`src/common/pvm_pkg.sv`:
```
/*
 * constants for the upper-index phy management register bank:
 * register indices, field positions, reset values and mode encodings.
 * assumes a 50 MHz management-side clock.
 */
`default_nettype none
package pvm_pkg;

	// ------------------------------------------------------------
	// register indices
	// ------------------------------------------------------------
	localparam logic [4:0] PVM_IDX_SPECIAL_MODES    = 5'h12;
	localparam logic [4:0] PVM_IDX_SPECIAL_CTRL     = 5'h1B;
	localparam logic [4:0] PVM_IDX_IRQ_SOURCE       = 5'h1D;
	localparam logic [4:0] PVM_IDX_IRQ_MASK         = 5'h1E;
	localparam logic [4:0] PVM_IDX_NEG_STATUS       = 5'h1F;

	// ------------------------------------------------------------
	// field positions
	// ------------------------------------------------------------
	localparam int PVM_MODE_LSB      = 5;
	localparam int PVM_REF_LOCK_BIT  = 10;
	localparam int PVM_POLARITY_BIT  = 4;
	localparam int PVM_AN_DONE_BIT   = 12;
	localparam int PVM_SPEED_LSB     = 2;
	localparam int PVM_NEG_RSVD_LSB  = 5;

	// ------------------------------------------------------------
	// reset and fixed values
	// ------------------------------------------------------------
	localparam logic [4:0] PVM_ADDR_RESET     = 5'h01;
	localparam logic [3:0] PVM_CTRL_FIXED     = 4'hB;
	localparam logic [6:0] PVM_NEG_RSVD_RESET = 7'h02;
	localparam logic [7:0] PVM_MASK_RESET     = 8'h00;
	localparam logic [7:0] PVM_FLAGS_RESET    = 8'h00;

	// ------------------------------------------------------------
	// operating modes
	// ------------------------------------------------------------
	localparam logic [2:0] PVM_MODE_10_HALF   = 3'h0;
	localparam logic [2:0] PVM_MODE_10_FULL   = 3'h1;
	localparam logic [2:0] PVM_MODE_100_HALF  = 3'h2;
	localparam logic [2:0] PVM_MODE_100_FULL  = 3'h3;
	localparam logic [2:0] PVM_MODE_AN_100H   = 3'h4;
	localparam logic [2:0] PVM_MODE_REPEATER  = 3'h5;
	localparam logic [2:0] PVM_MODE_RESERVED  = 3'h6;
	localparam logic [2:0] PVM_MODE_ALL       = 3'h7;

	// control defaults are bits [13,12,10,8] of the basic control reg
	localparam logic [3:0] PVM_CTL_10_HALF  = 4'h0;
	localparam logic [3:0] PVM_CTL_10_FULL  = 4'h1;
	localparam logic [3:0] PVM_CTL_100_HALF = 4'h8;
	localparam logic [3:0] PVM_CTL_100_FULL = 4'h9;
	localparam logic [3:0] PVM_CTL_AN_100H  = 4'hC;
	localparam logic [3:0] PVM_CTL_ALL      = 4'hD;
	// advertisement defaults are bits [8,7,6,5] of the advert reg
	localparam logic [3:0] PVM_ADV_NONE     = 4'h0;
	localparam logic [3:0] PVM_ADV_100H     = 4'h4;
	localparam logic [3:0] PVM_ADV_ALL      = 4'hF;

	// ------------------------------------------------------------
	// timing
	// ------------------------------------------------------------
	localparam int PVM_CLK_HZ          = 50_000_000;
	localparam int PVM_ENERGY_QUIET_MS = 256;
	localparam int PVM_ENERGY_QUIET_CYC =
		(PVM_CLK_HZ / 1000) * PVM_ENERGY_QUIET_MS;

endpackage
`default_nettype wire

```
`src/rtl/pvm_regs.sv`:
```
/*
 * upper-index management registers of the integrated 10/100 phy:
 * special modes, special control, interrupt source flags, interrupt
 * mask and negotiation status, plus the line-energy quiet timer.
 * assumes the management frame decoder delivers one-cycle read and
 * write strobes with phy address, register index and data, and that
 * the phy datapath event pulses and levels are on the same clock.
 */
// Contract
// - three-bit read-write mode field in bits 7:5 of special modes
// - modes 000/001 force 10M half/full, control defaults 0000/0001
// - mode 010 forces 100 half, default 1000, carrier sense tx+rx
// - mode 011 forces 100 full, default 1001, carrier sense rx only
// - mode 100 negotiates 100 half only, defaults 1100 and 0100
// - mode 101 repeater, negotiation on, 100 half, carrier sense rx
// - mode 111 negotiates everything, advertisement default 1111
// - answer only at five-bit management address, reset 00001
// - bit 10 keeps the 10M receive pll on reference, blocks 10M rx
// - read-only bit 4 shows reversed 10M receive polarity
// - control bits 3:0 read 1011 and ignore writes
// - flags 7..4: energy, negotiation done, remote fault, link down
// - flags 3..1: partner ack, parallel fault, page; others zero
// - eight-bit read-write mask, reset zero, one enables the source
// - bit 12 reads one only once negotiation has completed
// - bits 4-2 give resolved speed and duplex codes
// - energy present drops after 256 ms quiet, set by hw reset
`default_nettype none
module pvm_regs
	import pvm_pkg::*;
#(
	parameter logic [2:0] MODE_RESET = PVM_MODE_ALL,
	parameter int         QUIET_CYC  = PVM_ENERGY_QUIET_CYC
) (
	input  wire logic        i_clk,
	input  wire logic        i_rst,
	// management access
	input  wire logic        i_mgmt_rd,
	input  wire logic        i_mgmt_wr,
	input  wire logic [4:0]  i_mgmt_phy_addr,
	input  wire logic [4:0]  i_mgmt_reg_idx,
	input  wire logic [15:0] i_mgmt_wdata,
	output logic [15:0]      o_mgmt_rdata,
	output logic             o_mgmt_rd_valid,
	// phy datapath status and events
	input  wire logic        i_line_energy,
	input  wire logic        i_negotiation_done_evt,
	input  wire logic        i_remote_fault_evt,
	input  wire logic        i_link_down_evt,
	input  wire logic        i_partner_ack_evt,
	input  wire logic        i_parallel_fault_evt,
	input  wire logic        i_page_received_evt,
	input  wire logic        i_negotiation_done,
	input  wire logic        i_speed_100,
	input  wire logic        i_full_duplex,
	input  wire logic        i_polarity_reversed,
	// controls toward the phy
	output logic [2:0]       o_mode,
	output logic [4:0]       o_mgmt_bus_address,
	output logic [3:0]       o_ctrl_defaults,
	output logic [3:0]       o_adv_defaults,
	output logic             o_an_enable,
	output logic             o_repeater,
	output logic             o_crs_on_tx,
	output logic             o_rx_pll_ref_lock,
	output logic             o_energy_present,
	output logic             o_phy_irq
);

	// ------------------------------------------------------------
	// access decode
	// ------------------------------------------------------------
	logic       addr_hit;
	logic       wr_mode, wr_ctrl, wr_mask, wr_neg, rd_src;
	logic [7:0] mode_rsvd_r;
	logic [2:0] mode_r;
	logic [4:0] addr_r;
	logic       ref_lock_r;
	logic [7:0] flags_r, flags_nxt, evt;
	logic [7:0] mask_r;
	logic [6:0] neg_rsvd_r;
	logic       energy_r, energy_prev_r;
	logic [23:0] quiet_cnt_r;

	function automatic logic idx_is(input logic [4:0] idx,
			input logic [4:0] want);
		idx_is = (idx == want);
	endfunction

	assign addr_hit = (i_mgmt_phy_addr == addr_r);
	assign wr_mode = i_mgmt_wr && addr_hit &&
		idx_is(i_mgmt_reg_idx, PVM_IDX_SPECIAL_MODES);
	assign wr_ctrl = i_mgmt_wr && addr_hit &&
		idx_is(i_mgmt_reg_idx, PVM_IDX_SPECIAL_CTRL);
	assign wr_mask = i_mgmt_wr && addr_hit &&
		idx_is(i_mgmt_reg_idx, PVM_IDX_IRQ_MASK);
	assign wr_neg = i_mgmt_wr && addr_hit &&
		idx_is(i_mgmt_reg_idx, PVM_IDX_NEG_STATUS);
	assign rd_src = i_mgmt_rd && addr_hit &&
		idx_is(i_mgmt_reg_idx, PVM_IDX_IRQ_SOURCE);

	// ------------------------------------------------------------
	// special modes
	// ------------------------------------------------------------
	// mode field storage
	always_ff @(posedge i_clk) begin
		if (i_rst) begin
			mode_r      <= MODE_RESET;
			addr_r      <= PVM_ADDR_RESET;
			mode_rsvd_r <= 8'h00;
		end else if (wr_mode) begin
			mode_r      <= i_mgmt_wdata[PVM_MODE_LSB +: 3];
			addr_r      <= i_mgmt_wdata[4:0];
			mode_rsvd_r <= i_mgmt_wdata[15:8];
		end
	end

	// reserved mode 110 is left to the manager; it decodes as all-off
	always_comb begin
		o_ctrl_defaults = PVM_CTL_10_HALF;
		o_adv_defaults  = PVM_ADV_NONE;
		o_an_enable     = 1'b0;
		o_repeater      = 1'b0;
		o_crs_on_tx     = 1'b0;
		case (mode_r)
			PVM_MODE_10_HALF: begin
				o_ctrl_defaults = PVM_CTL_10_HALF;
				o_crs_on_tx     = 1'b1;
			end
			PVM_MODE_10_FULL: begin
				o_ctrl_defaults = PVM_CTL_10_FULL;
			end
			PVM_MODE_100_HALF: begin
				o_ctrl_defaults = PVM_CTL_100_HALF;
				o_crs_on_tx     = 1'b1;
			end
			PVM_MODE_100_FULL: begin
				o_ctrl_defaults = PVM_CTL_100_FULL;
			end
			PVM_MODE_AN_100H: begin
				o_ctrl_defaults = PVM_CTL_AN_100H;
				o_adv_defaults  = PVM_ADV_100H;
				o_an_enable     = 1'b1;
				o_crs_on_tx     = 1'b1;
			end
			PVM_MODE_REPEATER: begin
				o_ctrl_defaults = PVM_CTL_AN_100H;
				o_adv_defaults  = PVM_ADV_100H;
				o_an_enable     = 1'b1;
				o_repeater      = 1'b1;
			end
			PVM_MODE_RESERVED: begin
				o_ctrl_defaults = PVM_CTL_10_HALF;
			end
			PVM_MODE_ALL: begin
				o_ctrl_defaults = PVM_CTL_ALL;
				o_adv_defaults  = PVM_ADV_ALL;
				o_an_enable     = 1'b1;
				o_crs_on_tx     = 1'b1;
			end
			default: begin
				o_ctrl_defaults = PVM_CTL_10_HALF;
			end
		endcase
	end

	// ------------------------------------------------------------
	// special control
	// ------------------------------------------------------------
	// reference lock bit
	always_ff @(posedge i_clk) begin
		if (i_rst) begin
			ref_lock_r <= 1'b0;
		end else if (wr_ctrl) begin
			ref_lock_r <= i_mgmt_wdata[PVM_REF_LOCK_BIT];
		end
	end

	// ------------------------------------------------------------
	// energy timer
	// ------------------------------------------------------------
	// quiet timeout and hw reset set
	always_ff @(posedge i_clk) begin
		if (i_rst) begin
			energy_r    <= 1'b1;
			quiet_cnt_r <= 24'h000000;
		end else if (i_line_energy) begin
			energy_r    <= 1'b1;
			quiet_cnt_r <= 24'h000000;
		end else if (quiet_cnt_r >= 24'(QUIET_CYC - 1)) begin
			energy_r    <= 1'b0;
		end else begin
			quiet_cnt_r <= quiet_cnt_r + 24'h000001;
		end
	end

	always_ff @(posedge i_clk) begin
		if (i_rst) begin
			energy_prev_r <= 1'b1;
		end else begin
			energy_prev_r <= energy_r;
		end
	end

	// ------------------------------------------------------------
	// interrupt flags and mask
	// ------------------------------------------------------------
	// upper sources
	assign evt[7] = energy_r && !energy_prev_r;
	assign evt[6] = i_negotiation_done_evt;
	assign evt[5] = i_remote_fault_evt;
	assign evt[4] = i_link_down_evt;
	// lower sources, bit 0 never set
	assign evt[3] = i_partner_ack_evt;
	assign evt[2] = i_parallel_fault_evt;
	assign evt[1] = i_page_received_evt;
	assign evt[0] = 1'b0;

	always_comb begin
		flags_nxt = rd_src ? evt : (flags_r | evt);
	end

	always_ff @(posedge i_clk) begin
		if (i_rst) begin
			flags_r <= PVM_FLAGS_RESET;
		end else begin
			flags_r <= flags_nxt;
		end
	end

	always_ff @(posedge i_clk) begin
		if (i_rst) begin
			mask_r <= PVM_MASK_RESET;
		end else if (wr_mask) begin
			mask_r <= i_mgmt_wdata[7:0];
		end
	end

	always_ff @(posedge i_clk) begin
		if (i_rst) begin
			neg_rsvd_r <= PVM_NEG_RSVD_RESET;
		end else if (wr_neg) begin
			neg_rsvd_r <= i_mgmt_wdata[PVM_NEG_RSVD_LSB +: 7];
		end
	end

	// ------------------------------------------------------------
	// read mux
	// ------------------------------------------------------------
	logic [15:0] rd_word;
	logic        rd_mapped;

	always_comb begin
		rd_word   = 16'h0000;
		rd_mapped = 1'b1;
		case (i_mgmt_reg_idx)
			PVM_IDX_SPECIAL_MODES: begin
				rd_word = {mode_rsvd_r, mode_r, addr_r};
			end
			PVM_IDX_SPECIAL_CTRL: begin
				rd_word[PVM_POLARITY_BIT] = i_polarity_reversed;
				rd_word[3:0] = PVM_CTRL_FIXED;
				rd_word[PVM_REF_LOCK_BIT] = ref_lock_r;
			end
			PVM_IDX_IRQ_SOURCE: begin
				rd_word[7:0] = flags_r;
			end
			PVM_IDX_IRQ_MASK: begin
				rd_word[7:0] = mask_r;
			end
			PVM_IDX_NEG_STATUS: begin
				rd_word[PVM_AN_DONE_BIT] = i_negotiation_done &&
					o_an_enable;
				rd_word[PVM_NEG_RSVD_LSB +: 7] = neg_rsvd_r;
				rd_word[PVM_SPEED_LSB +: 3] = {i_full_duplex,
					i_speed_100, !i_speed_100};
			end
			default: begin
				rd_mapped = 1'b0;
			end
		endcase
	end

	// read data is held until the next accepted read
	always_ff @(posedge i_clk) begin
		if (i_rst) begin
			o_mgmt_rdata    <= 16'h0000;
			o_mgmt_rd_valid <= 1'b0;
		end else begin
			o_mgmt_rd_valid <= i_mgmt_rd && addr_hit && rd_mapped;
			if (i_mgmt_rd && addr_hit && rd_mapped) begin
				o_mgmt_rdata <= rd_word;
			end
		end
	end

	// ------------------------------------------------------------
	// outputs
	// ------------------------------------------------------------
	assign o_mode             = mode_r;
	assign o_mgmt_bus_address = addr_r;
	assign o_rx_pll_ref_lock  = ref_lock_r;
	assign o_energy_present   = energy_r;
	assign o_phy_irq          = |(flags_r & mask_r);

endmodule
`default_nettype wire

```
`config.mk`:
```
export PLATFORM = sky130hd
export DESIGN_NAME = pvm_regs
export DESIGN_NICKNAME = d
export VERILOG_FILES = /design/src/common/pvm_pkg.sv /design/src/rtl/pvm_regs.sv
export SDC_FILE = /design/constraint.sdc
export NUM_CORES = 1
export LEC_CHECK = 0
export BUFFER_PORTS_ARGS = -buffer_cell sky130_fd_sc_hd__buf_2
export CELL_PAD_IN_SITES_DETAIL_PLACEMENT = 1
export CELL_PAD_IN_SITES_GLOBAL_PLACEMENT = 2
export CORE_UTILIZATION = 35
export CTS_CLUSTER_DIAMETER = 30
export DETAILED_ROUTE_END_ITERATION = 6
export PLACE_DENSITY = 0.82
export SYNTH_ARGS = -nofsm -noshare
export SYNTH_HDL_FRONTEND = slang
export SYNTH_SLANG_ARGS = --single-unit
```
`constraint.sdc`:
```
create_clock -name i_clk -period 4.2 [get_ports i_clk]
set_input_delay 0.63 -clock i_clk [delete_from_list [all_inputs] [get_ports i_clk]]
set_output_delay 0.63 -clock i_clk [all_outputs]
set_load 0.005 [all_outputs]
```
# Word-level counts from Yosys, hierarchy flattened
# Cells that the tools add are included.
totals:
  ff_bits: 83
  memories: 0
  mem_bits_rw: 0
  output_inout_bits: 39
  latch_bits: 0
  romBits: 0
  word_cells: 65
op_classes:
  multipliers: 0
  shifts: 0
  div_mod_pow: 0
  n_addsub: 1
  n_reduce_logical: 21
  n_bitwise: 2
  mux: 14
  n_eq_ne: 13
  n_lt_le_gt_ge: 1
op_table:
  columns: ["operator", "n"]
  rows:
  - ["5-bit == test (second input constant)", 5]
  - ["24-bit by 1-bit adder with 24-bit output (second input constant)", 1]
  - ["24-bit greater-or-equal comparator (second input constant)", 1]
  - ["4-bit one-hot mux with 6 select lines", 1]
  - ["3-bit one-hot mux with 5 select lines", 1]
  - ["3-bit == test (second input constant)", 4]
  - ["3-bit one-hot mux with 4 select lines", 1]
  - ["1-bit logical AND", 10]
  - ["8-bit bitwise AND", 1]
  - ["8-bit 2-to-1 mux", 1]
  - ["8-bit OR", 1]
  - ["2-bit one-hot mux with 2 select lines", 2]
  - ["2-bit one-hot mux with 4 select lines", 1]
  - ["4-bit one-hot mux with 2 select lines", 1]
  - ["2-bit OR reduction", 4]
  - ["8-bit OR reduction", 1]
  - ["3-bit by 2-bit == test with 1-bit output (second input constant)", 2]
  - ["5-bit == test", 1]
  - ["5-bit OR reduction", 1]
  - ["1-bit 2-to-1 mux", 4]
  - ["4-bit OR reduction", 1]
  - ["3-bit by 1-bit == test with 1-bit output (second input constant)", 1]
  - ["3-bit logical NOT", 1]
  - ["3-bit 2-to-1 mux", 1]
  - ["other kinds (3)", 4]

# Depth between registers and ports, before layout
# Gate-level depths: netlist of the first run.
depth:
  word_depth: 5
  depth_mapped: 8
  depth_no_buf: 6

# Worst setup path before layout of the first run
# OpenSTA, ideal clock, no wires.
synth_timing:
  path_type: "input to register"
  startpoint: "input port i_mgmt_reg_idx[0]"
  endpoint: "register addr_r[0] (netlist: o_mgmt_bus_address[0])"
  cell_stages: 8
  setup_ns: 0.129
  setup_slack_ns: 2.008
  arrival_ns: 2.063
  cell_sequence: "buf_2 -> and3b_1 -> and2_0 -> nor3b_1 -> buf_4 -> buf_4 -> mux2i_1 -> nand2_1"
synth_between:
  elab_chain_len: 2
synth_lines:
  columns: ["item", "line", "rtl"]
  rows:
  - ["from (decl)", "pvm_regs.sv:40", "input wire logic [4:0] i_mgmt_reg_idx,"]
  - ["5-bit == test", "pvm_regs.sv:86", "idx_is = (idx == want);"]
  - ["1-bit logical AND", "pvm_regs.sv:90", "assign wr_mode = i_mgmt_wr && addr_hit &&"]
  - ["to (signal assigned)", "pvm_regs.sv:112", "addr_r <= i_mgmt_wdata[4:0];"]
  - ["to (decl)", "pvm_regs.sv:76", "logic [4:0] addr_r;"]
# No other way between the ends.
# A chain may end at the register's enable or synchronous reset.

# Final worst setup path of the first run
layout_timing:
  startpoint: "register quiet_cnt_r[0]"
  endpoint: "register quiet_cnt_r[3]"
layout_between:
  elab_chain_len: 1
layout_lines:
  columns: ["item", "line", "rtl"]
  rows:
  - ["from (decl)", "pvm_regs.sv:82", "logic [23:0] quiet_cnt_r;"]
  - ["from (signal assigned)", "pvm_regs.sv:192", "quiet_cnt_r <= quiet_cnt_r + 24'h000001;"]
  - ["24-bit by 1-bit adder with 24-bit output / 24-bit greater-or-equal comparator (equally long branches)", "pvm_regs.sv:192, pvm_regs.sv:189", null]
# Parallel ways exist; a longest one is shown, timed or not.

==> impl_metrics.tcl, run 1 <==
set metrics [dict create \
    status "completed" \
    cts_buffers 9 \
    synth.distinct_cells 63 \
    post_cts_buffers 0 \
    yosys_warnings 0 \
    drt_iter0_drc 88 \
    final_cell_area_um2 4444 \
    final_cell_mix "82 x dfxtp_1, 78 x buf_2, 62 x nor2_1" \
    syn_avg_cell_area_um2 9.120 \
    routed_wl_um 10640 \
    finalNetCount 524 \
    power_frac_comb_pct 5.6 \
    core_area_um2 10420 \
    p_leak_nw 1.609 \
    slowest_stage "o41ai_1" \
    fin_tns_setup_ps 0 \
    ctsResizeCount 0 \
    cp_top_family "compound AO/OA/AOI/OAI gates" \
    slowest_delay_ps 740 \
    finalCritPeriodShare_pct 56.34 \
    synth_fp_nets 457 \
    clock_latency_ps 370 \
    cts.path.max_buffers 2 \
    track_usage_pct 20.18 \
    min_period_ps 2366 \
    fmax_mhz 422.6 \
    viasPerCell 5.386 \
    cts_max_level 3 \
    start_kind "flip-flop" \
    place.gp.congestion 0.8379 \
    layout.cells.most_common "dfxtp_1" \
    hold_violations 0 \
    start_util_pct 36.34 \
    area_growth_pct 17.42 \
    endpoint_kind "flip-flop" \
    crit_fanout 10 \
    p_int_mw 1.088 \
    grt-ovfl-total 0 \
    grt_pass1_wl_um 17530 \
    die_area_um2 11230 \
    pwr-share-seq_pct 54.6 \
    peakVddDrop_mv 0.1226 \
    multi_input_area_um2 1993 \
    cp_num_buf_inv 0 \
    utilization_pct 42.67 \
    slew_viol_final 0 \
    boundaryPins 80 \
    synth-main-ff-cell "dfxtp_1" \
    antenna_found_initial 0 \
    yosysTopAreaCellShare_pct 43.37 \
    num_rows 37 \
    io_buffers 78 \
    p_switching_mw 0.3590 \
    grt_max_degree 51 \
    holdPathStages 2 \
    seqCellArea_um2 1642 \
    antenna_cells 0 \
    grt_pass1_vias 3279 \
    synth-async-reset-ratio_pct 0 \
    clock_tree.root_cell "clkbuf_8" \
    dr.pass1.iters 4 \
    synthCells 415 \
    fillers 1243 \
    worst-endpoint-arrival_ps 2660 \
    wire_per_inst_um 17.11 \
    cts_tree "built" \
    vias 3350 \
    netSwitchingFraction_pct 24.80 \
    tightest_slew_ps 934.9 \
    die_y_um 106.0 \
    worstReg2RegStart "quiet_cnt_r[0]" \
    dp_hpwl_um 7794 \
    power_density_nw_per_um2 325.6 \
    yosys.area.top_type "dfxtp_1" \
    synth_edf_count 0 \
    placed_area_um2 4252 \
    floorplan.die.width_um 106.0 \
    hold_class "reg -> reg" \
    synth-seq-area-share_pct 43.37 \
    post-place-ws_ps 1714 \
    min_from "o_mgmt_rdata[13]" \
    cp_data_required_time_ps 4490 \
    setup_viol_count_final 0 \
    final_antenna_net_count 0 \
    path_class "reg -> reg" \
    cts.clk_slew.worst_paths_ps 90 \
    drive_gt1_share_pct 23.46 \
    fin_ws_ps 1834 \
    cap_violations 0 \
    timing.rr.end "quiet_cnt_r[3]" \
    reg2reg_slack_ps 1830 \
    syn-cell-area_um2 3785 \
    reg2reg_depth 6 \
    path_cells "ha_1, nand3_1, o41ai_1, o21ai_2, nand4_1, mux2i_1" \
    hold_buffers 0 \
    clkPwrFrac_pct 39.8 \
    skew_ps 8.307 \
    ys_top_cells_by_area "dfxtp_1 43%, mux2i_1 9.0%, nor2_1 6.1%" \
    rsz0062_at_grt "false" \
    relSlewSlack_pct 37.67 \
    ys_seq_elements 82 \
    drc_errors 0 \
    cts_sinks 82 \
    worst_hold_path.endpoint "o_mgmt_rdata[13]" \
]
[kinds of logic (layout without fill, tap and decap cells)]
family          after synthesis  after routing  synth area share [%]
compound gates               84             84                 16.33
mux                          34             34                 8.992
fa+ha+maj                     2              2                0.5950
simple gates                160            160                 21.72
xor+xnor                     20             20                 4.628
buf+inv                      32            103                 4.264
other cells                   1              1               0.09908
flops                        82             82                 43.37
[synth_stat cells (4+ instances only)]
cell      instances
a22o_1           12
and2_1            4
mux2i_1          34
nand2b_1          4
nand3_1          16
clkbuf_1         11
nand4_1           5
nor2_1           62
nor4_1            5
inv_1             5
a21oi_1          17
o21ai_0           7
xnor2_1          19
a221oi_1          7
buf_2             7
and4_1            4
or3_1             5
buf_4             7
nand2_1          23
dfxtp_1          82
nor3_1            5
a22oi_1           6
nor3b_1           4
a211oi_1         12
[stage by stage]
stage | cells | hold slack (ps) | power, mW
2_1_floorplan | 415 | 441.0 | 0.8506
3_3_place_gp | 607 | 454.9 | 0.8878
3_5_place_dp | 607 | 458.5 | 0.8889
4_1_cts | 622 | 463.4 | 1.465
5_1_grt | 622 | 475.5 | 1.502
6_report | 622 | 469.4 | 1.447
[worst max-delay path by stage]
stage                      startpoint                    end  slack, ps  depth (start not counted)
global placement                i_rst             flags_r[5]       1790                          3
floorplan           i_mgmt_reg_idx[0]  o_mgmt_bus_address[0]       2010                          8
CTS                    quiet_cnt_r[0]         quiet_cnt_r[3]       1840                          6
detailed placement  i_mgmt_reg_idx[0]          neg_rsvd_r[1]       1710                          7
finish                 quiet_cnt_r[0]         quiet_cnt_r[3]       1830                          6
global route           quiet_cnt_r[0]         quiet_cnt_r[3]       1740                          6
[flip-flops by register name (all words and copies together) (netlist names)]
| signal | flops |
|---|---|
| o_mgmt_rd_valid | 1 |
| mode_rsvd_r | 8 |
| quiet_cnt_r | 24 |
| o_mgmt_rdata | 16 |
| o_energy_present | 1 |
| energy_prev_r | 1 |
| o_rx_pll_ref_lock | 1 |
| flags_r | 7 |
| mask_r | 8 |
| neg_rsvd_r | 7 |
| o_mgmt_bus_address | 5 |
| o_mode | 3 |
[metal layers]
layer | vias up | GRT usage [%] | wire [um]
met5 | - | 0 | 0
met4 | 0 | 8.532 | 185
met3 | 11 | 2.759 | 259
met2 | 60 | 30.95 | 4760
met1 | 1638 | 28.31 | 5435
li1 | 1641 | - | -
[power groups by stage]
stage / combinational (mW) / sequential [mW] / clock [mW]
2_1_floorplan: 0.0449 / 0.806 / 0
3_3_place_gp: 0.0796 / 0.808 / 0
3_5_place_dp: 0.0807 / 0.808 / 0
4_1_cts: 0.0811 / 0.790 / 0.594
5_1_grt: 0.0884 / 0.791 / 0.622
6_report: 0.0806 / 0.790 / 0.576
[area by class of cell]
type,instances,share of cell area (%)
multi-input combinational,301,44.85
sequential,82,36.94
timing repair buffer,83,9.628
tap,136,3.829
clock buffer,9,2.787
clock inverter,6,1.548
inverter,5,0.4223
[tightest hold or removal path, stage by stage, from the launching register on]
cell and delay, ps:
dfxtp_1 310, nand2b_1 60, a21oi_1 50
(Power assumes the default switching activity.)
==> inputs of run 2 (changes only) <==
--- a/config.mk
+++ b/config.mk
@@ -8,10 +8,10 @@
 export BUFFER_PORTS_ARGS = -buffer_cell sky130_fd_sc_hd__buf_2
 export CELL_PAD_IN_SITES_DETAIL_PLACEMENT = 1
 export CELL_PAD_IN_SITES_GLOBAL_PLACEMENT = 2
-export CORE_UTILIZATION = 35
+export CORE_UTILIZATION = 33
 export CTS_CLUSTER_DIAMETER = 30
 export DETAILED_ROUTE_END_ITERATION = 6
-export PLACE_DENSITY = 0.82
+export PLACE_DENSITY = 0.78
 export SYNTH_ARGS = -nofsm -noshare
 export SYNTH_HDL_FRONTEND = slang
 export SYNTH_SLANG_ARGS = --single-unit
==> constraint.sdc (replaced) <==
create_clock -name i_clk -period 2.3 [get_ports i_clk]
set_input_delay 0.345 -clock i_clk [delete_from_list [all_inputs] [get_ports i_clk]]
set_output_delay 0.345 -clock i_clk [all_outputs]
set_load 0.005 [all_outputs]
==> impl_metrics.tcl, run 2 (same netlist as run 1, synthesis figures left out) <==
set metrics [dict create \
    status "completed" \
    top_regs "quiet_cnt_r: 24 flops, o_mgmt_rdata: 16 flops" \
    cts.clk_slew.worst_paths_ps 70 \
    worstReg2RegStart "quiet_cnt_r[19]" \
    hold_violations 0 \
    path_class "reg -> reg" \
    slew_viol_final 0 \
    cp_data_required_time_ps 2500 \
    hold_class "in -> reg" \
    cap_violations 0 \
    final_cell_mix "82 x dfxtp_1, 78 x buf_2, 62 x nor2_1" \
    fmax_mhz 488.6 \
    dr.pass1.iters 5 \
    grt_pass1_vias 3497 \
    relSlewSlack_pct 55.51 \
    hold_buffers 0 \
    grt_pass1_wl_um 17810 \
    die_area_um2 11900 \
    final_antenna_net_count 0 \
    antenna_found_initial 0 \
    area_growth_pct 22.08 \
    floorplan.die.width_um 109.1 \
    start_util_pct 34.46 \
    grt_max_degree 39 \
    drive_gt1_share_pct 24.24 \
    setup_viol_count_final 0 \
    cts_max_level 3 \
    cts_tree "built" \
    layout.cells.most_common "dfxtp_1" \
    core_area_um2 10980 \
    skew_ps 9.862 \
    viasPerCell 5.395 \
    startpoint "quiet_cnt_r[19]" \
    clock_latency_ps 330 \
    ctsResizeCount 0 \
    vias 3404 \
    drc_errors 0 \
    min_period_ps 2047 \
    grt-ovfl-total 0 \
    cts_buffers 9 \
    rsz0062_at_grt "false" \
    power_density_nw_per_um2 669.1 \
    die_y_um 109.1 \
    crit_fanout 6 \
    cts_sinks 82 \
    boundaryPins 80 \
    placed_area_um2 4312 \
    dp_hpwl_um 7897 \
    start_kind "flip-flop" \
    cts.path.max_buffers 2 \
    regMostFlops "quiet_cnt_r" \
    io_buffers 78 \
    largest_reg_flops 24 \
    clock_tree.root_cell "clkbuf_16" \
    p_leak_nw 1.688 \
    fin_tns_setup_ps 0 \
    wire_per_inst_um 17.23 \
    drt_iter0_drc 131 \
    finalNetCount 528 \
    final_cell_area_um2 4621 \
    peakVddDrop_mv 0.3997 \
    track_usage_pct 19.42 \
    endpoint_kind "flip-flop" \
    post_cts_buffers 0 \
    min_from "i_negotiation_done_evt" \
    antenna_cells 0 \
    place.gp.congestion 0.7835 \
    num_rows 38 \
    routed_wl_um 10870 \
    worst-endpoint-arrival_ps 2250 \
    finalCritPeriodShare_pct 88.99 \
    tightest_slew_ps 650.6 \
]
## run 2: critical path, stage by stage (launching register included)
cell	delay, ps
dfxtp_1	370
or4_1	590
a2111oi_0	610
nor3_1	130
xnor2_1	170
nor2_1	50
## run 2: cell type report
cell class | instances | area (um^2)
timing repair buffer | 87 | 483.0
inverter | 5 | 18.77
clock buffer | 9 | 225.2
tap | 140 | 175.2
clock inverter | 7 | 83.83
multi-input combinational | 301 | 1993
sequential | 82 | 1642
fill | 1308 | 6362
## run 2: power by group
| group | internal, mW | switching, mW | total (mW) |
|---|---|---|---|
| Combinational | 0.0604 | 0.0879 | 0.148 |
| Clock | 0.861 | 0.638 | 1.50 |
| Sequential | 1.43 | 0.0130 | 1.44 |
## run 2: final timing paths
path	endpoint	slack, ps	cells after the start
hold / removal	flags_r[6]	230	2
setup reg to reg	quiet_cnt_r[15]	250	5
setup / recovery	quiet_cnt_r[15]	250	5
hold reg to reg	o_mgmt_rdata[0]	470	1
## run 2: layer usage
metal,GRT usage (%),vias to the layer above,share of wire (%)
li1,-,1651,-
met5,0,-,0
met1,25.98,1676,48
met4,4.344,0,0.91
met2,32.17,68,48
met3,3.706,9,3.4
## run 2: metrics by stage
stage | utilization [%] | hold WS, ps | instances | setup WS (ps) | total power, mW
CTS | 42.07 | 217.3 | 631 | 234.8 | 3.123
global placement | 39.26 | 452.3 | 615 | 338.4 | 1.623
global route | 42.07 | 221.1 | 631 | 103.1 | 3.194
floorplan | - | 441.0 | 415 | 392.6 | 1.553
finish | 42.07 | 225.1 | 631 | 253.1 | 3.092
detailed placement | 39.26 | 458.1 | 615 | 267.5 | 1.625
